<file path="src/rtl/rwpc_map.vh">
// register offsets, field positions, reset values and timing constants
`ifndef RWPC_MAP_VH
`define RWPC_MAP_VH
`define RWPC_OFS_CLK_MODE 8'h03
`define RWPC_OFS_MISC 8'h08
`define RWPC_OFS_EOSC 8'h0A
`define RWPC_OFS_STATUS 8'h20
`define RWPC_OFS_WAKE_CFG 8'h21
`define RWPC_CLK_MODE_RST 8'hF6
`define RWPC_MISC_RST 8'h00
`define RWPC_EOSC_RST 8'h00
`define RWPC_WAKE_CFG_RST 8'h00
`define RWPC_CM_PIN_SEL 0
`define RWPC_CM_WDT_EN 1
`define RWPC_CM_LRC_EN 2
`define RWPC_CM_HRC_EN 4
`define RWPC_MISC_WDT_LO 0
`define RWPC_MISC_WDT_HI 1
`define RWPC_MISC_LVR_DIS 2
`define RWPC_MISC_BIAS_EN 4
`define RWPC_EOSC_BG_PD 0
`define RWPC_EOSC_TYPE_LO 5
`define RWPC_EOSC_TYPE_HI 6
`define RWPC_EOSC_XTAL_EN 7
`define RWPC_EOSC_WMASK 8'hE1
`define RWPC_MISC_WMASK 8'h17
`define RWPC_WDT_W 18
`define RWPC_WDT_P0 18'h01FFF
`define RWPC_WDT_P1 18'h03FFF
`define RWPC_WDT_P2 18'h0FFFF
`define RWPC_WDT_P3 18'h3FFFF
`define RWPC_RST_HOLD 4'h8
`define RWPC_CAUSE_POR 0
`define RWPC_CAUSE_LVR 1
`define RWPC_CAUSE_WDT 2
`define RWPC_CAUSE_PIN 3
`define RWPC_CAUSE_RST 4'h1
`endif

</file>
<file path="src/rtl/rwpc_sync2.v">
// two-stage level synchroniser
`timescale 1ns/10ps
module rwpc_sync2 #(
  parameter RESET_VAL = 1'b0
) (
  // clock and reset
  input wire clk,
  input wire rst_n,
  // level
  input wire d,
  output wire q
);
  reg s1_r;
  reg s2_r;
  always @(posedge clk or negedge rst_n) begin
    if (!rst_n) begin
      s1_r <= RESET_VAL;
      s2_r <= RESET_VAL;
    end else begin
      s1_r <= d;
      s2_r <= s1_r;
    end
  end
  assign q = s2_r;
endmodule

</file>
<file path="src/rtl/rwpc_wdt.v">
// watchdog counter on low-speed rc ticks
`timescale 1ns/10ps
`include "rwpc_map.vh"
module rwpc_wdt #(
  parameter W = `RWPC_WDT_W
) (
  // clock and reset
  input wire clk,
  input wire rst_n,
  // control
  input wire tick,
  input wire enable,
  input wire clear,
  input wire [1:0] period_sel,
  // status
  output reg expire,
  output wire [W-1:0] count
);
  reg [W-1:0] cnt_r;
  reg [W-1:0] limit;
  always @* begin
    case (period_sel)
      2'b00: limit = `RWPC_WDT_P0;
      2'b01: limit = `RWPC_WDT_P1;
      2'b10: limit = `RWPC_WDT_P2;
      default: limit = `RWPC_WDT_P3;
    endcase
  end
  always @(posedge clk or negedge rst_n) begin
    if (!rst_n) begin
      cnt_r <= {W{1'b0}};
      expire <= 1'b0;
    end else begin
      expire <= 1'b0;
      if (clear) begin
        cnt_r <= {W{1'b0}};
      end else if (enable && tick) begin
        if (cnt_r >= limit) begin
          cnt_r <= {W{1'b0}};
          expire <= 1'b1;
        end else begin
          cnt_r <= cnt_r + {{(W-1){1'b0}}, 1'b1};
        end
      end
    end
  end
  assign count = cnt_r;
endmodule

</file>
<file path="src/rtl/rwpc_top.v">
// reset, watchdog and power-mode controller
// Contract
// - power-on, low-voltage, watchdog and pin resets merge into one reset.
// - any system reset forces pc to zero and registers to defaults.
// - power-on and low-voltage resets mark data memory undefined.
// - watchdog and pin resets keep data memory contents.
// - supply under threshold raises a system reset.
// - oscillator setting bit 0 powers down bandgap and voltage detector.
// - misc bit 2 set suppresses low-voltage resets.
// - oscillator bit 7 enables crystal, bits 6..5 its type.
// - misc bit 4 enables the half-supply bias generator.
// - misc bits 1..0 pick watchdog period 8k,16k,64k,256k.
// - watchdog counts only low-speed rc ticks, stops with it off.
// - watchdog clears on power-on and on watchdog-clear instruction.
// - watchdog reaching its period resets the system.
// - clock mode bit 1 watchdog enable, bit 2 rc enable.
// - clock mode bit 0 selects shared pin as reset input.
// - with pin function selected, low pin level resets the system.
// - power-save gates system clock only, oscillators stay on; the code also turns program memory off (PROG_MEM_ON low).
// - in power-save timers on system clock or dead oscillator stop.
// - in power-save a non-system-clock timer match wakes.
// - comparator wakes only with control bit 7 and select bit 6.
// - pin toggle wakes if input enabled, plus direction in power-save.
// - power-down stops every oscillator, keeps sram and registers.
// - timer wake in power-save only, pins in both power-save and power-down.
// - after wake the cpu continues after sleep, no reset.
//
// The Avalon-MM register port is this design's own decision.
`timescale 1ns/10ps
`include "rwpc_map.vh"
module rwpc_top #(
  parameter NPIN = 8
) (
  // clock and reset
  input wire CLK_SYS,
  input wire ARST_N,
  // avalon-mm slave
  input wire [7:0] AVS_ADDRESS,
  input wire AVS_READ,
  input wire AVS_WRITE,
  input wire [31:0] AVS_WRITEDATA,
  output reg [31:0] AVS_READDATA,
  output wire AVS_WAITREQUEST,
  // reset sources
  input wire POR_N,
  input wire LOW_VOLTAGE_DET,
  input wire LOW_SPEED_RC_TICK,
  input wire SHARED_RESET_IO_PIN,
  // cpu side
  input wire WDT_CLEAR,
  input wire SLEEP_SAVE,
  input wire SLEEP_DOWN,
  output reg SYS_RESET,
  output reg PC_RESET_ZERO,
  output reg DMEM_UNDEFINED,
  output reg CPU_HALT,
  output reg CPU_RESUME,
  // clock and power control
  output reg SYSTEM_CLOCK_GATE_N,
  output reg PROG_MEM_ON,
  output reg LOW_SPEED_RC_ON,
  output reg HIGH_SPEED_RC_ON,
  output reg XTAL_ON,
  output reg [1:0] XTAL_TYPE,
  output reg BANDGAP_PD,
  output reg BIAS_HALF_EN,
  output reg TIMER_SYSTEM_CLOCK_RUN,
  // wake sources
  input wire [NPIN-1:0] PIN_LEVEL,
  input wire [NPIN-1:0] PIN_DIGITAL_INPUT_ENABLE,
  input wire [NPIN-1:0] PIN_DIRECTION_CTRL,
  input wire TIMER_MATCH,
  input wire TIMER_ON_SYSTEM_CLOCK,
  input wire COMP_EVENT,
  input wire COMPARATOR_CONTROL7,
  input wire COMPARATOR_SELECT6
);
  localparam ST_ON = 2'b00;
  localparam ST_SAVE = 2'b01;
  localparam ST_DOWN = 2'b10;

  // ****************************************
  // reset synchroniser and sources
  // ****************************************
  // release passes two flops so every block leaves reset on one edge
  reg arst_s1_r;
  reg rst_n_r;
  always @(posedge CLK_SYS or negedge ARST_N) begin
    if (!ARST_N) begin
      arst_s1_r <= 1'b0;
      rst_n_r <= 1'b0;
    end else begin
      arst_s1_r <= 1'b1;
      rst_n_r <= arst_s1_r;
    end
  end

  wire por_n_s;
  wire lvd_s;
  wire pin_s;
  wire tick_s;
  wire [NPIN-1:0] pins_s;
  rwpc_sync2 #(.RESET_VAL(1'b0)) u_por (
    .clk(CLK_SYS),
    .rst_n(rst_n_r),
    .d(POR_N),
    .q(por_n_s)
  );
  rwpc_sync2 #(.RESET_VAL(1'b0)) u_lvd (
    .clk(CLK_SYS),
    .rst_n(rst_n_r),
    .d(LOW_VOLTAGE_DET),
    .q(lvd_s)
  );
  // the pin idles high, so its stages reset high: no false pin reset
  rwpc_sync2 #(.RESET_VAL(1'b1)) u_pin (
    .clk(CLK_SYS),
    .rst_n(rst_n_r),
    .d(SHARED_RESET_IO_PIN),
    .q(pin_s)
  );
  rwpc_sync2 #(.RESET_VAL(1'b0)) u_tick (
    .clk(CLK_SYS),
    .rst_n(rst_n_r),
    .d(LOW_SPEED_RC_TICK),
    .q(tick_s)
  );
  genvar gi;
  generate
    for (gi = 0; gi < NPIN; gi = gi + 1) begin : g_pin
      rwpc_sync2 #(.RESET_VAL(1'b0)) u_ps (
        .clk(CLK_SYS),
        .rst_n(rst_n_r),
        .d(PIN_LEVEL[gi]),
        .q(pins_s[gi])
      );
    end
  endgenerate

  // ****************************************
  // registers
  // ****************************************
  reg [7:0] clk_mode_r;
  reg [7:0] misc_r;
  reg [7:0] eosc_r;
  reg [3:0] cause_r;
  reg [3:0] cause_nxt;
  reg sys_rst_q;
  reg [3:0] hold_r;
  reg [1:0] state_r;
  reg [1:0] state_nxt;
  reg tick_d_r;
  reg [NPIN-1:0] pins_d_r;
  wire wdt_expire;
  wire [`RWPC_WDT_W-1:0] wdt_count;

  wire wr = AVS_WRITE && !AVS_READ;
  wire lvr_hit = lvd_s && !misc_r[`RWPC_MISC_LVR_DIS] &&
    !eosc_r[`RWPC_EOSC_BG_PD];
  wire pin_hit = clk_mode_r[`RWPC_CM_PIN_SEL] && !pin_s;
  wire por_hit = !por_n_s;
  wire any_hit = por_hit || lvr_hit || wdt_expire || pin_hit;

  always @* begin
    cause_nxt = 4'h0;
    cause_nxt[`RWPC_CAUSE_POR] = por_hit;
    cause_nxt[`RWPC_CAUSE_LVR] = lvr_hit;
    cause_nxt[`RWPC_CAUSE_WDT] = wdt_expire;
    cause_nxt[`RWPC_CAUSE_PIN] = pin_hit;
  end

  // reset request held a few cycles so the cpu sees a clean pulse
  always @(posedge CLK_SYS or negedge rst_n_r) begin
    if (!rst_n_r) begin
      sys_rst_q <= 1'b1;
      hold_r <= `RWPC_RST_HOLD;
      cause_r <= `RWPC_CAUSE_RST;
    end else if (any_hit) begin
      sys_rst_q <= 1'b1;
      hold_r <= `RWPC_RST_HOLD;
      cause_r <= cause_nxt;
    end else if (hold_r != 4'h0) begin
      hold_r <= hold_r - 4'h1;
    end else begin
      sys_rst_q <= 1'b0;
    end
  end

  // registers return to defaults on every system reset
  // writes are dropped while the reset request is held
  always @(posedge CLK_SYS or negedge rst_n_r) begin
    if (!rst_n_r) begin
      clk_mode_r <= `RWPC_CLK_MODE_RST;
      misc_r <= `RWPC_MISC_RST;
      eosc_r <= `RWPC_EOSC_RST;
    end else if (sys_rst_q) begin
      clk_mode_r <= `RWPC_CLK_MODE_RST;
      misc_r <= `RWPC_MISC_RST;
      eosc_r <= `RWPC_EOSC_RST;
    end else if (wr) begin
      case (AVS_ADDRESS)
        `RWPC_OFS_CLK_MODE: clk_mode_r <= AVS_WRITEDATA[7:0];
        `RWPC_OFS_MISC: misc_r <= AVS_WRITEDATA[7:0] &
          `RWPC_MISC_WMASK;
        `RWPC_OFS_EOSC: eosc_r <= AVS_WRITEDATA[7:0] &
          `RWPC_EOSC_WMASK;
        default: clk_mode_r <= clk_mode_r;
      endcase
    end
  end

  // ****************************************
  // watchdog
  // ****************************************
  wire lrc_en = clk_mode_r[`RWPC_CM_LRC_EN];
  wire tick_rise = tick_s && !tick_d_r;
  wire wdt_run = clk_mode_r[`RWPC_CM_WDT_EN] && lrc_en &&
    state_r != ST_DOWN;
  rwpc_wdt #(.W(`RWPC_WDT_W)) u_wdt (
    .clk(CLK_SYS),
    .rst_n(rst_n_r),
    .tick(tick_rise),
    .enable(wdt_run && !sys_rst_q),
    .clear(WDT_CLEAR || sys_rst_q),
    .period_sel(misc_r[`RWPC_MISC_WDT_HI:`RWPC_MISC_WDT_LO]),
    .expire(wdt_expire),
    .count(wdt_count)
  );

  // ****************************************
  // power modes and wake-up
  // ****************************************
  // a toggle compares the synchronised level with its previous sample
  wire [NPIN-1:0] toggled = pins_s ^ pins_d_r;
  wire wake_save = |(toggled & PIN_DIGITAL_INPUT_ENABLE &
    PIN_DIRECTION_CTRL) ||
    (TIMER_MATCH && !TIMER_ON_SYSTEM_CLOCK) ||
    (COMP_EVENT && COMPARATOR_CONTROL7 && COMPARATOR_SELECT6);
  wire wake_down = |(toggled & PIN_DIGITAL_INPUT_ENABLE);

  always @* begin
    state_nxt = state_r;
    case (state_r)
      ST_ON: begin
        if (SLEEP_DOWN)
          state_nxt = ST_DOWN;
        else if (SLEEP_SAVE)
          state_nxt = ST_SAVE;
      end
      ST_SAVE: begin
        if (wake_save)
          state_nxt = ST_ON;
      end
      ST_DOWN: begin
        if (wake_down)
          state_nxt = ST_ON;
      end
      default: state_nxt = ST_ON;
    endcase
  end

  always @(posedge CLK_SYS or negedge rst_n_r) begin
    if (!rst_n_r) begin
      state_r <= ST_ON;
      tick_d_r <= 1'b0;
      pins_d_r <= {NPIN{1'b0}};
    end else begin
      state_r <= sys_rst_q ? ST_ON : state_nxt;
      tick_d_r <= tick_s;
      pins_d_r <= pins_s;
    end
  end

  // ****************************************
  // outputs, all registered
  // ****************************************
  always @(posedge CLK_SYS or negedge rst_n_r) begin
    if (!rst_n_r) begin
      SYS_RESET <= 1'b1;
      PC_RESET_ZERO <= 1'b1;
      DMEM_UNDEFINED <= 1'b1;
      CPU_HALT <= 1'b0;
      CPU_RESUME <= 1'b0;
      SYSTEM_CLOCK_GATE_N <= 1'b1;
      PROG_MEM_ON <= 1'b1;
      LOW_SPEED_RC_ON <= 1'b1;
      HIGH_SPEED_RC_ON <= 1'b1;
      XTAL_ON <= 1'b0;
      XTAL_TYPE <= 2'b00;
      BANDGAP_PD <= 1'b0;
      BIAS_HALF_EN <= 1'b0;
      TIMER_SYSTEM_CLOCK_RUN <= 1'b1;
    end else begin
      SYS_RESET <= sys_rst_q;
      PC_RESET_ZERO <= sys_rst_q;
      // power-on/low-voltage mark memory undefined, others keep it
      DMEM_UNDEFINED <= sys_rst_q &&
        (cause_r[`RWPC_CAUSE_POR] || cause_r[`RWPC_CAUSE_LVR]);
      CPU_HALT <= state_nxt != ST_ON;
      CPU_RESUME <= state_r != ST_ON && state_nxt == ST_ON &&
        !sys_rst_q;
      SYSTEM_CLOCK_GATE_N <= state_nxt == ST_ON;
      PROG_MEM_ON <= state_nxt == ST_ON;
      LOW_SPEED_RC_ON <= (lrc_en || state_nxt == ST_SAVE) &&
        state_nxt != ST_DOWN;
      HIGH_SPEED_RC_ON <= clk_mode_r[`RWPC_CM_HRC_EN] &&
        state_nxt != ST_DOWN;
      XTAL_ON <= eosc_r[`RWPC_EOSC_XTAL_EN] && state_nxt != ST_DOWN;
      XTAL_TYPE <= eosc_r[`RWPC_EOSC_TYPE_HI:`RWPC_EOSC_TYPE_LO];
      BANDGAP_PD <= eosc_r[`RWPC_EOSC_BG_PD];
      BIAS_HALF_EN <= misc_r[`RWPC_MISC_BIAS_EN];
      TIMER_SYSTEM_CLOCK_RUN <= state_nxt == ST_ON;
    end
  end

  // ****************************************
  // avalon read path, one wait state
  // ****************************************
  // reads wait one cycle so that read data leave a flip-flop
  reg rd_done_r;
  reg [31:0] rd_nxt;
  assign AVS_WAITREQUEST = AVS_READ && !rd_done_r;
  always @* begin
    case (AVS_ADDRESS)
      `RWPC_OFS_CLK_MODE: rd_nxt = {24'h000000, clk_mode_r};
      `RWPC_OFS_STATUS: rd_nxt = {wdt_count[13:0], 12'h000,
        state_r, cause_r};
      default: rd_nxt = 32'h00000000;
    endcase
  end
  always @(posedge CLK_SYS or negedge rst_n_r) begin
    if (!rst_n_r) begin
      rd_done_r <= 1'b0;
      AVS_READDATA <= 32'h00000000;
    end else begin
      rd_done_r <= AVS_READ && !rd_done_r;
      if (AVS_READ && !rd_done_r) begin
        AVS_READDATA <= rd_nxt;
      end
    end
  end
endmodule

</file>
<file path="config.mk">
export PLATFORM = sky130hd
export DESIGN_NAME = rwpc_top
export DESIGN_NICKNAME = d
export VERILOG_FILES = /design/src/rtl/rwpc_sync2.v /design/src/rtl/rwpc_wdt.v /design/src/rtl/rwpc_top.v
export VERILOG_INCLUDE_DIRS = /design/src /design/src/rtl
export SDC_FILE = /design/constraint.sdc
export NUM_CORES = 1
export LEC_CHECK = 0
export BUFFER_PORTS_ARGS = -buffer_cell sky130_fd_sc_hd__buf_2
export CORE_MARGIN = 2
export CORE_UTILIZATION = 53
export CTS_CLUSTER_DIAMETER = 100
export DETAILED_ROUTE_END_ITERATION = 7
export PLACE_DENSITY = 0.88
export SLEW_MARGIN = 20
export SYNTH_ARGS = -nofsm -noshare
export SYNTH_HDL_FRONTEND = slang
export SYNTH_HIERARCHICAL = 1
export SYNTH_SLANG_ARGS = --single-unit
</file>
<file path="constraint.sdc">
create_clock -name CLK_SYS -period 4.1 [get_ports CLK_SYS]
set_input_delay 0.41 -clock CLK_SYS [delete_from_list [all_inputs] [get_ports CLK_SYS]]
set_output_delay 0.41 -clock CLK_SYS [all_outputs]
set_load 0.05 [all_outputs]
</file>
==> results of run 1 <==
## registers in the layout, summed over array words and instances, names as in the netlist, 2 cells and up
register / count
g_pin.u_ps/q: 8
clk_mode_r: 8
eosc_r: 4
XTAL_TYPE: 2
g_pin.u_ps/s1_r: 8
state_r: 2
AVS_READDATA: 22
pins_d_r: 8
u_wdt/count: 18
cause_r: 4
hold_r: 4
misc_r: 4
## synth_stat cells, types with 2 or more instances
library cell,n,area (um2)
o211ai_1,4,30.03
ha_1,6,75.07
a21oi_2,2,17.52
xor2_1,15,131.4
nor3b_1,3,22.52
mux2i_1,9,90.09
a32o_1,2,20.02
clkbuf_1,9,33.78
buf_2,3,15.01
nand2b_1,4,25.02
nand4_1,2,12.51
nor2_1,19,71.32
conb_1,2,7.510
a22o_1,14,122.6
nand4b_1,3,26.28
nand2_1,51,191.4
a22oi_1,8,60.06
nand3_2,2,20.02
dfstp_2,16,420.4
xnor2_1,2,17.52
o21ai_0,7,35.03
buf_4,15,112.6
and4_1,3,26.28
nor2b_1,5,31.28
and2_1,8,50.05
a21oi_1,8,40.04
nor4_1,7,43.79
nor3_1,12,60.06
or3_1,3,18.77
dfrtp_1,100,2502
nand3_1,32,160.2
inv_1,7,26.28
o311ai_1,3,26.28
buf_6,4,45.04
or2_2,3,18.77
a21o_1,5,37.54
and3_1,3,18.77
nand3b_1,8,60.06
## critical path: cells and delay by family (launching register included)
kind | cells | cell delay [ns]
and+or+nand+nor | 1 | 0.72
buffers and inverters | 2 | 0.54
DFF | 1 | 0.33
## per-layer routing
layer	vias up	GRT usage, %	part of all wire (%)
li1	1710	-	-
met1	1852	29.12	39
met2	187	39.38	52
met3	19	5.825	6.7
met4	0	8.746	1.6
met5	-	0	0
## timing repair
item / 4_1_cts / 5_1_grt
gates resized for setup: 0 / 0
hold endpoints to repair: 14 / 0
endpoints found under the setup margin: 0 / 0
hold buffers: 13 / 0
## final cells by class
type / instances / share of cell area (%)
Multi-Input combinational cell: 285 / 29.77
Tap cell: 111 / 2.271
Clock buffer: 19 / 7.223
Clock inverter: 13 / 2.251
Inverter: 7 / 0.4297
Timing Repair Buffer: 108 / 10.19
Sequential cell: 116 / 47.86
## report_power, final
group | leakage (nW) | switching (mW) | internal [mW]
Clock | 0.281 | 0.566 | 0.856
Combinational | 1.12 | 0.109 | 0.0590
Sequential | 1.48 | 0.0254 | 1.18
Total | 2.88 | 0.700 | 2.09
## cell usage in the layout, fill, tap and decap left out, types with 3 or more instances in the layout
master	instances
ha_1	6
nand3b_1	8
dfrtp_1	99
or2_2	3
dlygate4sd3_1	13
inv_6	6
a22oi_1	8
nor2b_1	5
or3_1	3
clkbuf_16	16
clkbuf_8	3
a22o_1	14
dfstp_2	16
nand4b_1	3
and4_1	3
nor2_1	19
a21oi_1	8
and3_1	3
o21ai_0	7
nand2b_1	4
nand2_1	51
nor4_1	7
xor2_1	15
mux2i_1	9
o311ai_1	3
and2_1	8
nand3_1	32
inv_1	7
nor3b_1	3
buf_2	93
conb_1	11
nor3_1	12
o211ai_1	4
a21o_1	5
## worst paths after layout
kind                             startpoint                 end  slack, ns  cells after the start
max                               rd_done_r     AVS_WAITREQUEST       1.58                      3
min                        AVS_WRITEDATA[4]       clk_mode_r[4]       0.15                      3
max reg2reg                       sys_rst_q     u_wdt/count[13]       1.67                      6
min reg2reg                         rst_n_r  g_pin[0].u_ps/s1_r       0.35                      0
max in group asynchronous           rst_n_r      DMEM_UNDEFINED       2.68                      2
min in group asynchronous            ARST_N             rst_n_r       0.21                      2
## cells by family (layout without fill, tap and decap cells)
| kind of cell | Yosys count | after routing | share of synthesized area, % |
|---|---|---|---|
| buf+inv | 39 | 147 | 4.781 |
| fa+ha+maj | 6 | 6 | 1.518 |
| other cells | 2 | 11 | 0.1518 |
| flops | 116 | 116 | 59.09 |
| mux | 9 | 9 | 1.821 |
| simple gates | 177 | 177 | 19.30 |
| xor+xnor | 17 | 17 | 3.011 |
| compound gates | 65 | 65 | 10.32 |
==> impl_metrics.yaml, run 1 <==
run_status:
  outcome: "completed"
die:
  num_rows: 35
  initial_core_util_pct: 54.04
  die_h_um: 100.6
  die_x_um: 100.6
  core-area_um2: 9153
  ioPinCount: 128
  die_area_um2: 10120
place:
  dpl.hpwl_mm: 7.263
  placed_cell_area_um2: 5385
  pre_cts_ws_ns: 1.699
  place_congestion: 0.8552
  portBuffers: 93
  dpl.cell_count: 613
power:
  irDropWorstVdd_uv: 286.1
  total_power_mw: 2.794
  power_leakage_nw: 2.876
  power_density_nw_per_um2: 456.9
worst_setup_path:
  criticalPathCategory: "reg2out"
  critPathMaxFanout: 29
  cp.arrival_ns: 2.11
  worst_path_largest_cell_delay_ns: 0.72
  startpoint_type: "register"
  cp-end-kind: "primary output"
  cp.required_ns: 3.69
  path_cells: "nand2b_1 > inv_1 > buf_2"
  crit_path_top_delay_cell: "nand2b_1"
timing:
  setup_violations: 0
  rsz0062_at_grt: "no"
  drv_slew: 0
  min_period_ns: 2.516
  tightest_slew_ns: 0.9350
  period_share_pct: 61.38
  finalSetupTns_ns: 0
  finClkSkew_ns: 0.01022
  slew_headroom_pct: 37.67
  holdWs_ns: 0.1535
  fin_ws_ns: 1.584
  max_freq_mhz: 397.4
  finalHoldViolations: 0
routing:
  dr.first_iter.drc_count: 234
  drc: 0
  ant_nets: 0
  routed_via_density: 5.718
  dr.pass1.iters: 6
  wirelength_mm: 11.03
  vias: 3768
  drt-wirelength-per-cell_um: 16.74
synthesis:
  ys_warn_count: 6
  synth-edff-count: 0
  yosysUniqueCellTypes: 60
  synthFlopType: "dfrtp_1"
  synth_seq_cells: 116
  yosysSeqAreaShare_pct: 59.09
  syn_area_per_cell_um2: 11.48
  syn-cell-area_um2: 4946
  async_reset_ff_share_pct: 100.0
  syn_inst: 431
global_route:
  grt_pass1_wl_mm: 18.34
  grt_max_degree: 89
  antenna_found_initial: 0
  grt_usage_pct: 23.35
  grt_pass1_vias: 3820
  overflow: 0
cts:
  clk_pin_slew_ns: 0.07
  clock_latency_ns: 0.51
  cts_buffers: 17
  tritoncts: "built"
  root_buffer: "clkbuf_8"
  post-cts-setup-buffers: 0
  clk_path_buf_depth: 2
  cts.sinks: 116
  h-tree-depth: 4
cells_and_area:
  fin_cells: 659
  finalInstanceArea_um2: 6115
  drive_above_1_share_pct: 28.83
  regArea_um2: 2927
  nNetsFinal: 621
  syn2layout_area_growth_pct: 23.63
  fin_util_pct: 66.81
  multi_input_area_um2: 1821
  fillers: 643
  n_antenna_cell: 0
flow_run:
  max_cap_violations: 0
hold_path:
  hold_path.class: "in2reg"
Note: power is estimated with default switching activity, not from simulation.
==> inputs of run 2 (changes only) <==
- clock period: 4.1 -> 2.6 ns (I/O delays scaled with it)
==> run 2 against run 1 <==
Against the previous run:
- non-clock buffer count is 10 higher
- critical path depth grew 5
- wire length up 6.1%
- cell count rose by 1.7%
- setup slack lost 1.2 ns
- highest routed layer unchanged
- power rose by 62%
==> impl_metrics.yaml, run 2 (same netlist as run 1, synthesis figures left out) <==
place:
  placed_cell_area_um2: 5443
  dpl.cell_count: 619
  dpl.hpwl_mm: 7.479
  portBuffers: 93
  place_congestion: 0.9056
timing:
  min_period_ns: 2.208
  setup_violations: 0
  finalHoldViolations: 0
  slew_headroom_pct: 58.31
  period_share_pct: 84.93
  finalSetupTns_ns: 0
  rsz0062_at_grt: "no"
  drv_slew: 0
  max_freq_mhz: 452.9
  finClkSkew_ns: 0.01120
  tightest_slew_ns: 0.6240
global_route:
  grt_pass1_wl_mm: 18.85
  grt_pass1_vias: 3858
  grt_usage_pct: 24.21
  antenna_found_initial: 1
  grt_max_degree: 49
  overflow: 0
worst_setup_path:
  path_cells: "nand2b_1 > nand3_1 > nor2_1 > a21oi_2 > nor4_1 > nand2_1 > xor2_1 > nor3_1"
  cp_top_family: "simple AND/OR/NAND/NOR gates"
  cp.arrival_ns: 2.62
  startpoint_type: "register"
  cp.required_ns: 3.02
  crit_path_top_delay_cell: "nor4_1"
  cp_num_buf_inv: 0
  criticalPathCategory: "reg2reg"
  cp-end-kind: "register"
  worst_path_largest_cell_delay_ns: 0.48
  critPathMaxFanout: 9
cells_and_area:
  syn2layout_area_growth_pct: 25.83
  top_register: "AVS_READDATA"
  nNetsFinal: 631
  fin_util_pct: 68.00
  finalInstanceArea_um2: 6223
  fin_cells: 670
  largest_reg_flops: 22
  drive_above_1_share_pct: 29.21
  final_common_cell: "dfrtp_1"
  final_cell_mix: "dfrtp_1 (99), buf_2 (93), nand2_1 (51)"
routing:
  ant_nets: 0
  vias: 3856
  routed_via_density: 5.755
  dr.pass1.iters: 7
  drt-wirelength-per-cell_um: 17.47
  wirelength_mm: 11.71
  dr.first_iter.drc_count: 223
  drc: 0
cts:
  clk_path_buf_depth: 2
  h-tree-depth: 4
  cts.sinks: 116
  cts_resized: 0
  root_buffer: "clkbuf_8"
  tritoncts: "built"
  cts_buffers: 17
  clk_pin_slew_ns: 0.06
  clock_latency_ns: 0.51
die:
  core-area_um2: 9153
  initial_core_util_pct: 54.04
  die_area_um2: 10120
  num_rows: 35
  die_x_um: 100.6
  ioPinCount: 128
  die_h_um: 100.6
power:
  power_leakage_nw: 2.930
  irDropWorstVdd_uv: 432.9
  power_density_nw_per_um2: 727.7
run_status:
  outcome: "completed"
flow_run:
  max_cap_violations: 0
hold_path:
  hold_path.class: "in2reg"
-- run 2: cell types whose count changed in the layout (fill, tap and decap cells not counted) --
cell           before  now
clkinv_4            2    0
buf_4               1    6
dlygate4sd3_1      13   18
diode_2             0    1
bufinv_16           1    2
clkbuf_8            3    1
inv_8               2    5
-- run 2: per-stage QoR --
| step | hold slack (ns) | setup slack, ns | power (mW) |
|---|---|---|---|
| CTS | 0.002829 | 0.4298 | 4.558 |
| floorplan | -0.03559 | 0.6772 | 2.099 |
| global placement | 0.04505 | 0.6327 | 2.167 |
| global route | 0.007868 | 0.2334 | 4.673 |
| detailed placement | 0.04733 | 0.4786 | 2.183 |
| finish | 0.03146 | 0.3919 | 4.529 |
-- run 2: area by class of cell --
class	count	area [um2]
multi-input combinational	285	1821
antenna	1	2.502
fill	586	2929
clock buffer	17	414.1
tap	111	138.9
timing repair buffer	118	710.7
clock inverter	15	183.9
sequential	116	2927
inverter	7	26.28
-- run 2: worst min-delay path, stage by stage --
cell	delay (ns)
buf_2	0.11
nand3_1	0.06
a21oi_1	0.07
-- run 2: where the power goes --
group	internal [mW]	switching, mW	total (mW)
registers	1.86	0.0354	1.89
logic	0.101	0.186	0.287
clock network	1.41	0.937	2.35
-- run 2: what timing repair did --
action	4_1_cts	5_1_grt
setup buffers	0	0
endpoints found under the hold margin	21	0
hold buffers	18	0
-- run 2: path summary, 6_finish.rpt --
| kind | start | end | slack [ns] | cells past startpoint |
|---|---|---|---|---|
| worst min register to register | rst_n_r | hold_r[1] | 0.34 | 0 |
| min in group asynchronous | ARST_N | rst_n_r | 0.06 | 2 |
| worst min-delay path | AVS_WRITEDATA[3] | clk_mode_r[3] | 0.03 | 3 |
| max in group asynchronous | rst_n_r | g_pin[0].u_ps/s1_r | 1.55 | 1 |
| worst max register to register | state_r[0] | u_wdt/count[11] | 0.39 | 8 |
| worst max-delay path | state_r[0] | u_wdt/count[11] | 0.39 | 8 |
-- run 2: layer usage --
metal	track usage [%]	share of wire, %	vias to the layer above
met5	0	0	-
met4	13.70	4.1	0
met3	6.311	5.7	47
met2	39.79	51	187
met1	28.91	39	1884
li1	-	-	1738
